**src/gpc_params.svh**
```systemverilog
// constants for the first-pin configuration block
`ifndef GPC_PARAMS_SVH
`define GPC_PARAMS_SVH

// apb address width in bits
`define GPC_ADDR_W 18
// register indices, byte address is four times the index
`define GPC_IDX_CFG 16'h781A
`define GPC_IDX_STS 16'h7830
`define GPC_IDX_MASK 16'h7831
`define GPC_IDX_DATA 16'h7832
// low address bits of an aligned word
`define GPC_ALIGN_BITS 2'h0

// configuration word reset value and writable bits
`define GPC_CFG_RESET 16'hA400
`define GPC_CFG_WMASK 16'hFFF0
`define GPC_CFG_W 16

// pull field codes
`define GPC_PULL_NONE 2'h0
`define GPC_PULL_DOWN 2'h1
`define GPC_PULL_UP 2'h2

// bit positions in the data and status registers
`define GPC_DATA_OUT_BIT 0
`define GPC_DATA_IN_BIT 1
`define GPC_STS_EDGE_BIT 0

// long debounce length in clock cycles
`define GPC_LONG_DBNC_CYCLES 1000

`endif

```
**src/gpc_pkg.sv**
```systemverilog
// types shared by the first-pin configuration block
`default_nettype none
package gpc_pkg;

	// configuration word layout, msb first
	typedef struct packed {
		logic dir;          // 1 input, 0 output
		logic [1:0] pull;   // pull resistor select
		logic irq_mode;     // 0 rising, 1 both edges
		logic domain;       // io supply domain
		logic pol;          // 1 non-inverted
		logic od;           // 1 open drain
		logic ena;          // 1 normal operation
		logic [3:0] fn;     // pin function
		logic [3:0] rsvd;   // not held here
	} gpc_cfg_t;

	// input function codes
	typedef enum logic [3:0] {
		GPC_FN_GPIO_LONG = 4'h0,
		GPC_FN_GPIO = 4'h1,
		GPC_FN_ONOFF = 4'h2,
		GPC_FN_SLEEP_WAKE = 4'h3,
		GPC_FN_SLEEP_WAKE_LONG = 4'h4,
		GPC_FN_SLEEP = 4'h5,
		GPC_FN_PWR_ON = 4'h6,
		GPC_FN_WDOG = 4'h7,
		GPC_FN_VSEL_A = 4'h8,
		GPC_FN_VSEL_B = 4'h9,
		GPC_FN_HW_EN1 = 4'hA,
		GPC_FN_HW_EN2 = 4'hB,
		GPC_FN_HW_CTL1 = 4'hC,
		GPC_FN_HW_CTL2 = 4'hD,
		GPC_FN_HW_CTL1_LONG = 4'hE,
		GPC_FN_HW_CTL2_LONG = 4'hF
	} gpc_fn_t;

	// output function codes handled here
	typedef enum logic [3:0] {
		GPC_OUT_GPIO = 4'h0,
		GPC_OUT_CLK32K = 4'h1
	} gpc_out_fn_t;

endpackage
`default_nettype wire

```
**src/gpc_dbnc_if.sv**
```systemverilog
// carrier between the pin block and its debounce filter
`timescale 1ns/1ps
`default_nettype none
interface gpc_dbnc_if;
	logic raw;    // sampled pin level
	logic level;  // filtered level
	modport filt (input raw, output level);
	modport user (output raw, input level);
endinterface
`default_nettype wire

```
**src/gpc_pin1.sv**
```systemverilog
// first general-purpose pin: configuration word, pin drive, input functions, irq
//
// Design decision made here: register access over APB.
`timescale 1ns/1ps
`default_nettype none
`include "gpc_params.svh"
// How it works
// - bit15 input/output, bit9 push-pull or open drain
// - bits14:13 none, pull-down, pull-up; resets pull-down
// - bit12 rising edge or both edges irq
// - bit10 inverted when 0, default non-inverted
// - bit11 selects supply domain, default buffer
// - bit8 zero tri-states the pin
// - function 0 long debounce, 1 plain input
// - codes 2,5,6 on/off, sleep, power-on requests
// - codes 3,4 sleep/wake, 4 long debounced
// - code 7 pin services the watchdog
// - codes 8-9 voltage select, 10-11 hardware enables
// - code 12 first hardware control input
// - code 13 second hardware control input, 14-15 first and second long debounced
// - output code 0 level, 1 32kHz clock
module gpc_pin1 import gpc_pkg::*; #(
	parameter int LONG_DBNC_CYCLES = `GPC_LONG_DBNC_CYCLES
) (
	// clock and reset
	input wire logic clk_sys,
	input wire logic resetn,
	// apb slave
	input wire logic [`GPC_ADDR_W-1:0] paddr,
	input wire logic psel,
	input wire logic penable,
	input wire logic pwrite,
	input wire logic [31:0] pwdata,
	output logic [31:0] prdata,
	output logic pready,
	output logic pslverr,
	// configuration loader
	input wire logic otp_load,
	input wire logic [`GPC_CFG_W-1:0] otp_word,
	// pin
	input wire logic pin_in,
	output logic pin_out,
	output logic pin_oe,
	output logic pull_up_en,
	output logic pull_dn_en,
	output logic io_supply_domain,
	// clock source for output function
	input wire logic clk32k_in,
	// input function requests
	output logic pwr_onoff_req,
	output logic sleep_wake_req,
	output logic sleep_req,
	output logic pwr_on_req,
	output logic wdog_reset,
	output logic voltage_scale_sel_a,
	output logic voltage_scale_sel_b,
	output logic hw_enable_1,
	output logic hw_enable_2,
	output logic hw_control_1,
	output logic hw_control_2,
	// interrupt
	output logic irq
);

	gpc_cfg_t cfg;           // configuration word
	logic sts;               // sticky edge event
	logic mask;              // irq enable for the edge event
	logic data_out;          // general output level
	logic in_q;              // registered pin level
	logic act_q;             // active level after polarity
	logic act_prev;          // previous active level
	logic edge_evt;          // qualified edge this cycle
	logic in_mode;           // pin enabled as input
	logic long_sel;          // long filter chosen
	logic lvl;               // level before polarity
	logic act;               // level after polarity
	logic drv_lvl;           // output source level
	logic pin_lvl;           // output level after polarity
	logic next_oe;
	logic next_out;
	logic wr;                // write access phase
	logic rd_setup;          // read setup phase
	logic mapped;            // address hits a register
	logic [31:0] next_rdata;
	logic [15:0] idx;        // word index
	gpc_cfg_t wcfg;          // written value as a config word

	gpc_dbnc_if dbi ();

	// true when the word index selects the given register
	function automatic logic reg_hit(input logic [15:0] a, input logic [15:0] r,
			input logic [1:0] lo);
		reg_hit = (a == r) && (lo == `GPC_ALIGN_BITS);
	endfunction

	// functions filtered by the long debounce
	function automatic logic is_long(input logic [3:0] f);
		is_long = (f == GPC_FN_GPIO_LONG) || (f == GPC_FN_SLEEP_WAKE_LONG) ||
			(f == GPC_FN_HW_CTL1_LONG) || (f == GPC_FN_HW_CTL2_LONG);
	endfunction

	// active request for one input function code
	function automatic logic fn_hit(input gpc_cfg_t c, input logic a, input gpc_fn_t f);
		fn_hit = c.dir && c.ena && (c.fn == f) && a;
	endfunction

	// bus decode
	assign idx = paddr[`GPC_ADDR_W-1:2];
	assign wr = psel && penable && pwrite;
	assign rd_setup = psel && !penable && !pwrite;
	assign mapped = reg_hit(idx, `GPC_IDX_CFG, paddr[1:0]) ||
		reg_hit(idx, `GPC_IDX_STS, paddr[1:0]) ||
		reg_hit(idx, `GPC_IDX_MASK, paddr[1:0]) ||
		reg_hit(idx, `GPC_IDX_DATA, paddr[1:0]);
	assign pready = psel && penable;
	assign pslverr = psel && penable && !mapped;
	assign wcfg = gpc_cfg_t'(pwdata[`GPC_CFG_W-1:0] & `GPC_CFG_WMASK);

	// configuration word: loader wins over software
	always_ff @(posedge clk_sys or negedge resetn) begin
		if (!resetn) begin
			cfg <= gpc_cfg_t'(`GPC_CFG_RESET);
		end else if (otp_load) begin
			cfg <= gpc_cfg_t'(otp_word & `GPC_CFG_WMASK);
		end else if (wr && reg_hit(idx, `GPC_IDX_CFG, paddr[1:0])) begin
			cfg <= wcfg;
		end
	end

	// mask and general output level
	always_ff @(posedge clk_sys or negedge resetn) begin
		if (!resetn) begin
			mask <= 1'b0;
			data_out <= 1'b0;
		end else if (wr) begin
			if (reg_hit(idx, `GPC_IDX_MASK, paddr[1:0])) begin
				mask <= pwdata[`GPC_STS_EDGE_BIT];
			end
			if (reg_hit(idx, `GPC_IDX_DATA, paddr[1:0])) begin
				data_out <= pwdata[`GPC_DATA_OUT_BIT];
			end
		end
	end

	// sticky status, a new edge beats a write-one clear
	always_ff @(posedge clk_sys or negedge resetn) begin
		if (!resetn) begin
			sts <= 1'b0;
		end else if (edge_evt) begin
			sts <= 1'b1;
		end else if (wr && reg_hit(idx, `GPC_IDX_STS, paddr[1:0]) &&
				pwdata[`GPC_STS_EDGE_BIT]) begin
			sts <= 1'b0;
		end
	end

	assign irq = sts && mask;

	// read mux, captured in the setup phase
	always_comb begin
		next_rdata = 32'h0000_0000;
		if (reg_hit(idx, `GPC_IDX_CFG, paddr[1:0])) begin
			next_rdata[`GPC_CFG_W-1:0] = cfg;
		end else if (reg_hit(idx, `GPC_IDX_STS, paddr[1:0])) begin
			next_rdata[`GPC_STS_EDGE_BIT] = sts;
		end else if (reg_hit(idx, `GPC_IDX_MASK, paddr[1:0])) begin
			next_rdata[`GPC_STS_EDGE_BIT] = mask;
		end else if (reg_hit(idx, `GPC_IDX_DATA, paddr[1:0])) begin
			next_rdata[`GPC_DATA_OUT_BIT] = data_out;
			next_rdata[`GPC_DATA_IN_BIT] = act_q;
		end
	end

	// read data register
	always_ff @(posedge clk_sys or negedge resetn) begin
		if (!resetn) begin
			prdata <= 32'h0000_0000;
		end else if (rd_setup) begin
			prdata <= next_rdata;
		end
	end

	// input path and long filter
	assign dbi.raw = in_q;
	assign in_mode = cfg.dir && cfg.ena;
	assign long_sel = is_long(cfg.fn);
	assign lvl = long_sel ? dbi.level : in_q;
	assign act = lvl ~^ cfg.pol;

	gpc_dbnc #(
		.LIMIT(LONG_DBNC_CYCLES)
	) u_dbnc (
		.clk_sys(clk_sys),
		.resetn(resetn),
		.dbi(dbi)
	);

	// sample pin and active level
	always_ff @(posedge clk_sys or negedge resetn) begin
		if (!resetn) begin
			in_q <= 1'b0;
			act_q <= 1'b0;
			act_prev <= 1'b0;
		end else begin
			in_q <= pin_in;
			act_q <= act;
			act_prev <= act_q;
		end
	end

	// edge on the polarity-corrected level
	assign edge_evt = in_mode && ((act_q && !act_prev) ||
		(cfg.irq_mode && !act_q && act_prev));

	// input function requests
	always_ff @(posedge clk_sys or negedge resetn) begin
		if (!resetn) begin
			pwr_onoff_req <= 1'b0;
			sleep_wake_req <= 1'b0;
			sleep_req <= 1'b0;
			pwr_on_req <= 1'b0;
			wdog_reset <= 1'b0;
			voltage_scale_sel_a <= 1'b0;
			voltage_scale_sel_b <= 1'b0;
			hw_enable_1 <= 1'b0;
			hw_enable_2 <= 1'b0;
			hw_control_1 <= 1'b0;
			hw_control_2 <= 1'b0;
		end else begin
			pwr_onoff_req <= fn_hit(cfg, act_q, GPC_FN_ONOFF);
			sleep_req <= fn_hit(cfg, act_q, GPC_FN_SLEEP);
			pwr_on_req <= fn_hit(cfg, act_q, GPC_FN_PWR_ON);
			sleep_wake_req <= fn_hit(cfg, act_q, GPC_FN_SLEEP_WAKE) ||
				fn_hit(cfg, act_q, GPC_FN_SLEEP_WAKE_LONG);
			wdog_reset <= fn_hit(cfg, act_q, GPC_FN_WDOG);
			voltage_scale_sel_a <= fn_hit(cfg, act_q, GPC_FN_VSEL_A);
			voltage_scale_sel_b <= fn_hit(cfg, act_q, GPC_FN_VSEL_B);
			hw_enable_1 <= fn_hit(cfg, act_q, GPC_FN_HW_EN1);
			hw_enable_2 <= fn_hit(cfg, act_q, GPC_FN_HW_EN2);
			hw_control_1 <= fn_hit(cfg, act_q, GPC_FN_HW_CTL1) ||
				fn_hit(cfg, act_q, GPC_FN_HW_CTL1_LONG);
			hw_control_2 <= fn_hit(cfg, act_q, GPC_FN_HW_CTL2) ||
				fn_hit(cfg, act_q, GPC_FN_HW_CTL2_LONG);
		end
	end

	// output source, reserved output codes give level 0 before polarity
	always_comb begin
		case (cfg.fn)
			GPC_OUT_GPIO: drv_lvl = data_out;
			GPC_OUT_CLK32K: drv_lvl = clk32k_in;
			default: drv_lvl = 1'b0;
		endcase
		pin_lvl = drv_lvl ~^ cfg.pol;
		// open drain only pulls low, push-pull drives whenever enabled as output
		next_oe = cfg.ena && !cfg.dir && (!cfg.od || !pin_lvl);
		next_out = cfg.od ? 1'b0 : pin_lvl;
	end

	// registered pin drive and pad controls
	always_ff @(posedge clk_sys or negedge resetn) begin
		if (!resetn) begin
			pin_out <= 1'b0;
			pin_oe <= 1'b0;
			pull_up_en <= 1'b0;
			pull_dn_en <= 1'b0;
			io_supply_domain <= 1'b0;
		end else begin
			pin_out <= next_out;
			pin_oe <= next_oe;
			pull_up_en <= (cfg.pull == `GPC_PULL_UP);
			pull_dn_en <= (cfg.pull == `GPC_PULL_DOWN);
			io_supply_domain <= cfg.domain;
		end
	end
endmodule // gpc_pin1
`default_nettype wire

```
**src/gpc_dbnc.sv**
```systemverilog
// long debounce filter counting stable clock cycles
`timescale 1ns/1ps
`default_nettype none
`include "gpc_params.svh"
module gpc_dbnc import gpc_pkg::*; #(
	parameter int LIMIT = `GPC_LONG_DBNC_CYCLES
) (
	// clock and reset
	input wire logic clk_sys,
	input wire logic resetn,
	// filter carrier
	gpc_dbnc_if.filt dbi
);
	localparam int CNT_W = $clog2(LIMIT + 1);

	logic [CNT_W-1:0] cnt; // cycles the raw level has differed

	// accept a change only after LIMIT differing cycles
	always_ff @(posedge clk_sys or negedge resetn) begin
		if (!resetn) begin
			cnt <= '0;
			dbi.level <= 1'b0;
		end else if (dbi.raw == dbi.level) begin
			cnt <= '0;
		end else if (cnt == CNT_W'(LIMIT - 1)) begin
			cnt <= '0;
			dbi.level <= dbi.raw;
		end else begin
			cnt <= cnt + 1'b1;
		end
	end
endmodule // gpc_dbnc
`default_nettype wire

```
**config.mk**
```make
export PLATFORM = sky130hd
export DESIGN_NAME = gpc_pin1
export DESIGN_NICKNAME = d
export VERILOG_FILES = /design/src/gpc_pkg.sv /design/src/gpc_dbnc_if.sv /design/src/gpc_pin1.sv /design/src/gpc_dbnc.sv
export VERILOG_INCLUDE_DIRS = /design/src
export SDC_FILE = /design/constraint.sdc
export NUM_CORES = 1
export LEC_CHECK = 0
export BUFFER_PORTS_ARGS = -buffer_cell sky130_fd_sc_hd__buf_2
export CORE_AREA = 2 2 109 111
export CTS_CLUSTER_SIZE = 20
export DETAILED_ROUTE_END_ITERATION = 10
export DIE_AREA = 0 0 111 113
export HOLD_SLACK_MARGIN = 0.12
export PLACE_DENSITY = 0.51
export SYNTH_ARGS = -nofsm -noshare
export SYNTH_HDL_FRONTEND = slang
export SYNTH_SLANG_ARGS = --single-unit
```
**constraint.sdc**
```tcl
create_clock -name clk_sys -period 4.4 [get_ports clk_sys]
set_input_delay 0.44 -clock clk_sys [delete_from_list [all_inputs] [get_ports clk_sys]]
set_output_delay 0.44 -clock clk_sys [all_outputs]
set_load 0.05 [all_outputs]
```
Word level (Yosys, flattened, before mapping):

Cells that the tools add are included.

* add/sub/neg operators: 1
* equal/unequal tests: 23
* mux-type cells: 16
* bitwise gates (word level): 3
* reduce and logical (&&, ||, !) cells: 74

Operators by type and width (number)
* equality test 16 x 15 -> 1 bit, second input constant: 4
* logical AND 1 bit: 48
* equality test 4 bit, second input constant: 8
* 2-to-1 mux 16 bit: 2
* 2-to-1 mux 10 bit: 2
* equality test 4 x 3 -> 1 bit, second input constant: 4
* 2-to-1 mux 14 bit: 1
* logical OR 1 bit: 11
* adder 10 x 1 -> 10 bit, second input constant: 1
* equality test 10 bit, second input constant: 1
* equality test 4 x 2 -> 1 bit, second input constant: 2
* zero test 1 bit: 8
* 2-to-1 mux 1 bit: 8
* AND reduction 2 bit: 3
* equality test 4 x 1 -> 1 bit, second input constant: 1
* zero test 4 bit: 1
* 2-to-1 mux 2 bit: 2
* nonzero test 2 bit: 2
* equality test 2 x 1 -> 1 bit, second input constant: 1
* equality test 2 bit, second input constant: 1
* zero test 2 bit: 1
* one-hot mux 1 bit (2 select lines): 1
* XNOR 1 bit: 2
* equality test 1 bit: 1
* NOT 1 bit: 1

* register bits: 65
* input bits: 74
* output and inout port bits: 51
* logic and storage cells: 151

Longest topological paths before layout:

* depth in word-level cells: 7
* depth in mapped cells: 6
* gate-level depth less buffers: 5

Modules after synthesis:

Synthesis repeated with hierarchy kept, for this count alone.

* cells, all modules: 275
* area, all modules: 2860.2 um^2

By module, submodules not included
* gpc_pin1: times used 1, cells an instance 222, area each 2303.5 um^2, seq. area each 1204.9 um^2
* gpc_dbnc: times used 1, cells an instance 53, area each 556.8 um^2, seq. area each 275.3 um^2

Worst setup path before layout:

OpenSTA, ideal clock, no wires.

* kind: input -> output
* from: input port paddr[9]
* to: output port pslverr
* arrival time: 1.860 ns
* data required time: 3.960 ns
* slack: 2.100 ns
* stages on the path: 4
* path buffers: 0
* path through: or4b_1 > nor4_1 > nand3_1 > and3_1

* word-level cells in the longest chain between the ends: 7
* elaborated cells between the ends (all ways): 13
* classes of those cells: 4 x eq/ne; 9 x reduce/logical

Ends and longest elaborated chain
* from (decl): RTL line gpc_pin1.sv:29 `` input wire logic [`GPC_ADDR_W-1:0] paddr, ``
* equality test 16 x 15 -> 1 bit: RTL line gpc_pin1.sv:93 `` reg_hit = (a == r) && (lo == `GPC_ALIGN_BITS); ``
* logical AND 1 bit: RTL line gpc_pin1.sv:93
* logical OR 1 bit (2 in series): RTL line gpc_pin1.sv:111 `` assign mapped = reg_hit(idx, `GPC_IDX_CFG, paddr[1:0]) || ``
* logical OR 1 bit *: RTL line gpc_pin1.sv:111
* zero test 1 bit *: RTL line gpc_pin1.sv:116 `assign pslverr = psel && penable && !mapped;`
* logical AND 1 bit *: RTL line gpc_pin1.sv:116
* to (decl): RTL line gpc_pin1.sv:36 `output logic pslverr,`

Every way passes the cells marked *; elsewhere a longest branch is shown, timed or not.

Final worst setup path:

Ends and elaborated chain as after synthesis.

==> flow_summary_export.csv <==
group,metric,value,unit
critical_path,arrival,2.13,ns
place,post_dp_cell_area,0.00328,mm^2
drt,wl_per_cell,13.6,um
clock_network,clk_pin_slew,0.05,ns
finish,area_growth,29.4,%
global_routing,grt_pass1_wl,10.8,mm
timing,relSlewSlack,0.394,
synth,synth-simple-area-share,0.204,
synth,synth_top_family_by_area,"simple AND/OR/NAND/NOR gates",
power,p_int,1.16,mW
synth,synth_compound_area_frac,0.133,
synth,synthMuxAreaShare,0.0192,
place,hpwl,5.04,mm
global_routing,grt_start_max_net_pins,60,
synth,avgSynthCellArea,10.4,um^2
power,peakVddDrop,0.000172,V
clock_network,cts_setup_buffers,0,
critical_path,crit_top_cell,"buf_2",
timing,fin_skew,0.00699,ns
power,power_density,430,mW/mm^2
timing,worst_pin_slew,0.907,ns
drt,routed_wl,6.78,mm
power,clkPwrFrac,0.516,
synth,ys_async_sr_fraction,1.00,
drt,drt-vias-per-instance,4.29,
place,gp_congestion,0.748,
synth,synthDistinctLibCells,41,
synth,yosys.area_share.adder,0.00448,
power,p_comb_frac,0.102,
floorplan,fp.coreArea,0.0113,mm^2
clock_network,tritoncts,"done",
global_routing,grt_overflow,0,
clock_network,cts_buffers,9,
synth,synth-edff-count,0,
synth,ys_warn_count,0,
global_routing,antenna_found_initial,0,
synth,synthFlopType,"dfrtp_1",
min_path,min-delay-path-class,"input pin to flop",
synth,synth_seq_area_share,0.530,
synth,synth_cells,269,
clock_network,clkLatencyLatePin,0.33,ns
drt,met1Wirelength,3.31,mm
finish,utilization,0.321,
flow_run,cap_violations,0,
drt,drc,0,
timing,fin_crit,2.57,ns
finish,fin_nets,426,
drt,wl_met3,406,um
clock_network,cts_hold_repair.buffers,0,
global_routing,gr-usage-all-layers,0.113,
drt,drt_iter0_markers,73,
finish,antenna_cells,0,
timing,rsz0062_at_grt,"no",
synth,synth_top_area_share,0.501,
global_routing,grt_pass1_vias,2107,
critical_path,critPathMaxFanout,3,
finish,design_area,0.00362,mm^2
timing,drv_slew,0,
place,port_buffers,83,
floorplan,die_w,111,um
drt,first_pass_iters,4,
clock_network,ctsHtreeMaxLevel,3,
timing,finalCritPeriodShare,0.583,
timing,finalSetupViolations,0,
timing,worst_hold_slack,0.228,ns
critical_path,path_buf_inv,2,
timing,hold_viol,0,
power,power_leakage,1.74,nW
drt,routed.top_layer,"met4",
critical_path,critPathKind,"input pin to output pin",
critical_path,cp_slowest_cell,"or4b_1",
finish,top_register,"prdata",
power,pwr-share-seq,0.382,
synth,synth_top_area_cell,"dfrtp_1",
floorplan,initial_utilization,0.248,
floorplan,rows,39,
critical_path,critical_path.top_delay_family,"simple AND/OR/NAND/NOR gates",
power,power,1.56,mW
critical_path,required,3.96,ns
critical_path,endpoint_kind,"output pin",
finish,drive_above_1_share,0.340,
outcome,status,"finished clean",
timing,fin_tns_setup,0,ns
drt,wl_met2,2.91,mm
clock_network,cts.sinks,59,
clock_network,root_buffer,"clkbuf_16",
synth,synth-seq-cells,59,
floorplan,die_height,113,um
critical_path,critPathMaxStageDelay,0.60,ns
finish,largest_register_ffs,14,
critical_path,start_kind,"input pin",
drt,num_vias,2142,
critical_path,r2r_slack,2.72,ns
critical_path,cp_cell_sequence,"buf_2, or4b_1, nor4_1, nand3_1, and3_1, buf_2",
timing,fmax,390,MHz
drt,final_antenna_net_count,0,
floorplan,pin_count,125,
power,p_sw,392,uW
clock_network,clockBufferDepth,2,
synth,syn_area,0.00280,mm^2
clock_network,post_cts_resized,0,
finish,reg_top3,"prdata: 14 flops, cfg: 12 flops, u_dbnc.cnt: 10 flops",
synth,synth-xor-area-share,0.0345,
synth,yosys-top-cells-area,"dfrtp_1, buf_4, nor2b_1, nor2_1, a31oi_1",
floorplan,die-area,0.0125,mm^2
power,swShare,0.252,
[cell usage after synthesis, types with 7 or more instances]
library cell	n
dfrtp_1	56
nor2_1	23
buf_4	18
nor2b_1	18
a21oi_1	16
o21ai_0	14
a31oi_1	13
nand2_1	12
clkbuf_1	11
a22o_2	8
nand2b_1	8
nor3_1	7
[power groups by stage]
stage	sequential (mW)	combinational (mW)	clock, mW
2_1_floorplan	0.610	0.106	0
3_3_place_gp	0.604	0.160	0
3_5_place_dp	0.605	0.160	0
4_1_cts	0.595	0.161	0.819
5_1_grt	0.598	0.174	0.847
6_report	0.595	0.158	0.803
[routing by layer]
metal	global-route usage	vias to the layer above
met5	0	-
met4	0.0650	0
met3	0.0284	10
met2	0.159	78
met1	0.157	975
li1	-	1079
[area by class of cell]
| cell class | count | area [um^2] |
|---|---|---|
| multi-input combinational | 192 | 1170 |
| inverter | 4 | 15.0 |
| clock buffer | 9 | 225 |
| tap | 143 | 179 |
| timing repair buffer | 85 | 430 |
| fill | 1156 | 7650 |
| sequential | 59 | 1480 |
| clock inverter | 7 | 116 |
[kinds of logic after synthesis]
| family | Yosys count |
|---|---|
| fa+ha+maj | 1 |
| flops | 59 |
| buf+inv | 35 |
| simple gates | 99 |
| other cells | 1 |
| xor+xnor | 11 |
| compound gates | 58 |
| mux | 5 |
[placed cells by master, fill, tap and decap left out, drive strengths merged, types with 3 or more instances in the layout]
| cell | n |
|---|---|
| dfstp | 3 |
| o21ai | 14 |
| a31oi | 13 |
| mux2 | 3 |
| nand4 | 5 |
| conb | 18 |
| buf | 85 |
| or4b | 3 |
| clkbuf | 9 |
| nor2b | 18 |
| a22o | 12 |
| nand3 | 6 |
| and3 | 3 |
| nand2 | 13 |
| nand2b | 8 |
| dfrtp | 56 |
| inv | 4 |
| nor4 | 4 |
| xor2 | 5 |
| nor3 | 8 |
| nor2 | 23 |
| clkinv | 3 |
| bufinv | 3 |
| xnor2 | 6 |
| a21oi | 16 |
[final timing paths]
path	from	end	cells after the start
max	paddr[9]	pslverr	6
min	pin_in	dbi.raw	1
max reg2reg	cfg[4]	pin_out	4
min reg2reg	cfg[11]	io_supply_domain	0
max in group asynchronous	resetn	prdata[1]	2
min in group asynchronous	resetn	voltage_scale_sel_b	2
[through the flow]
stage,setup WS (ns),cells
6_report,1.83,499
2_1_floorplan,2.10,286
5_1_grt,1.66,499
3_3_place_gp,1.78,483
3_5_place_dp,1.75,483
4_1_cts,1.81,499
Note: power is estimated with default switching activity, not from simulation.
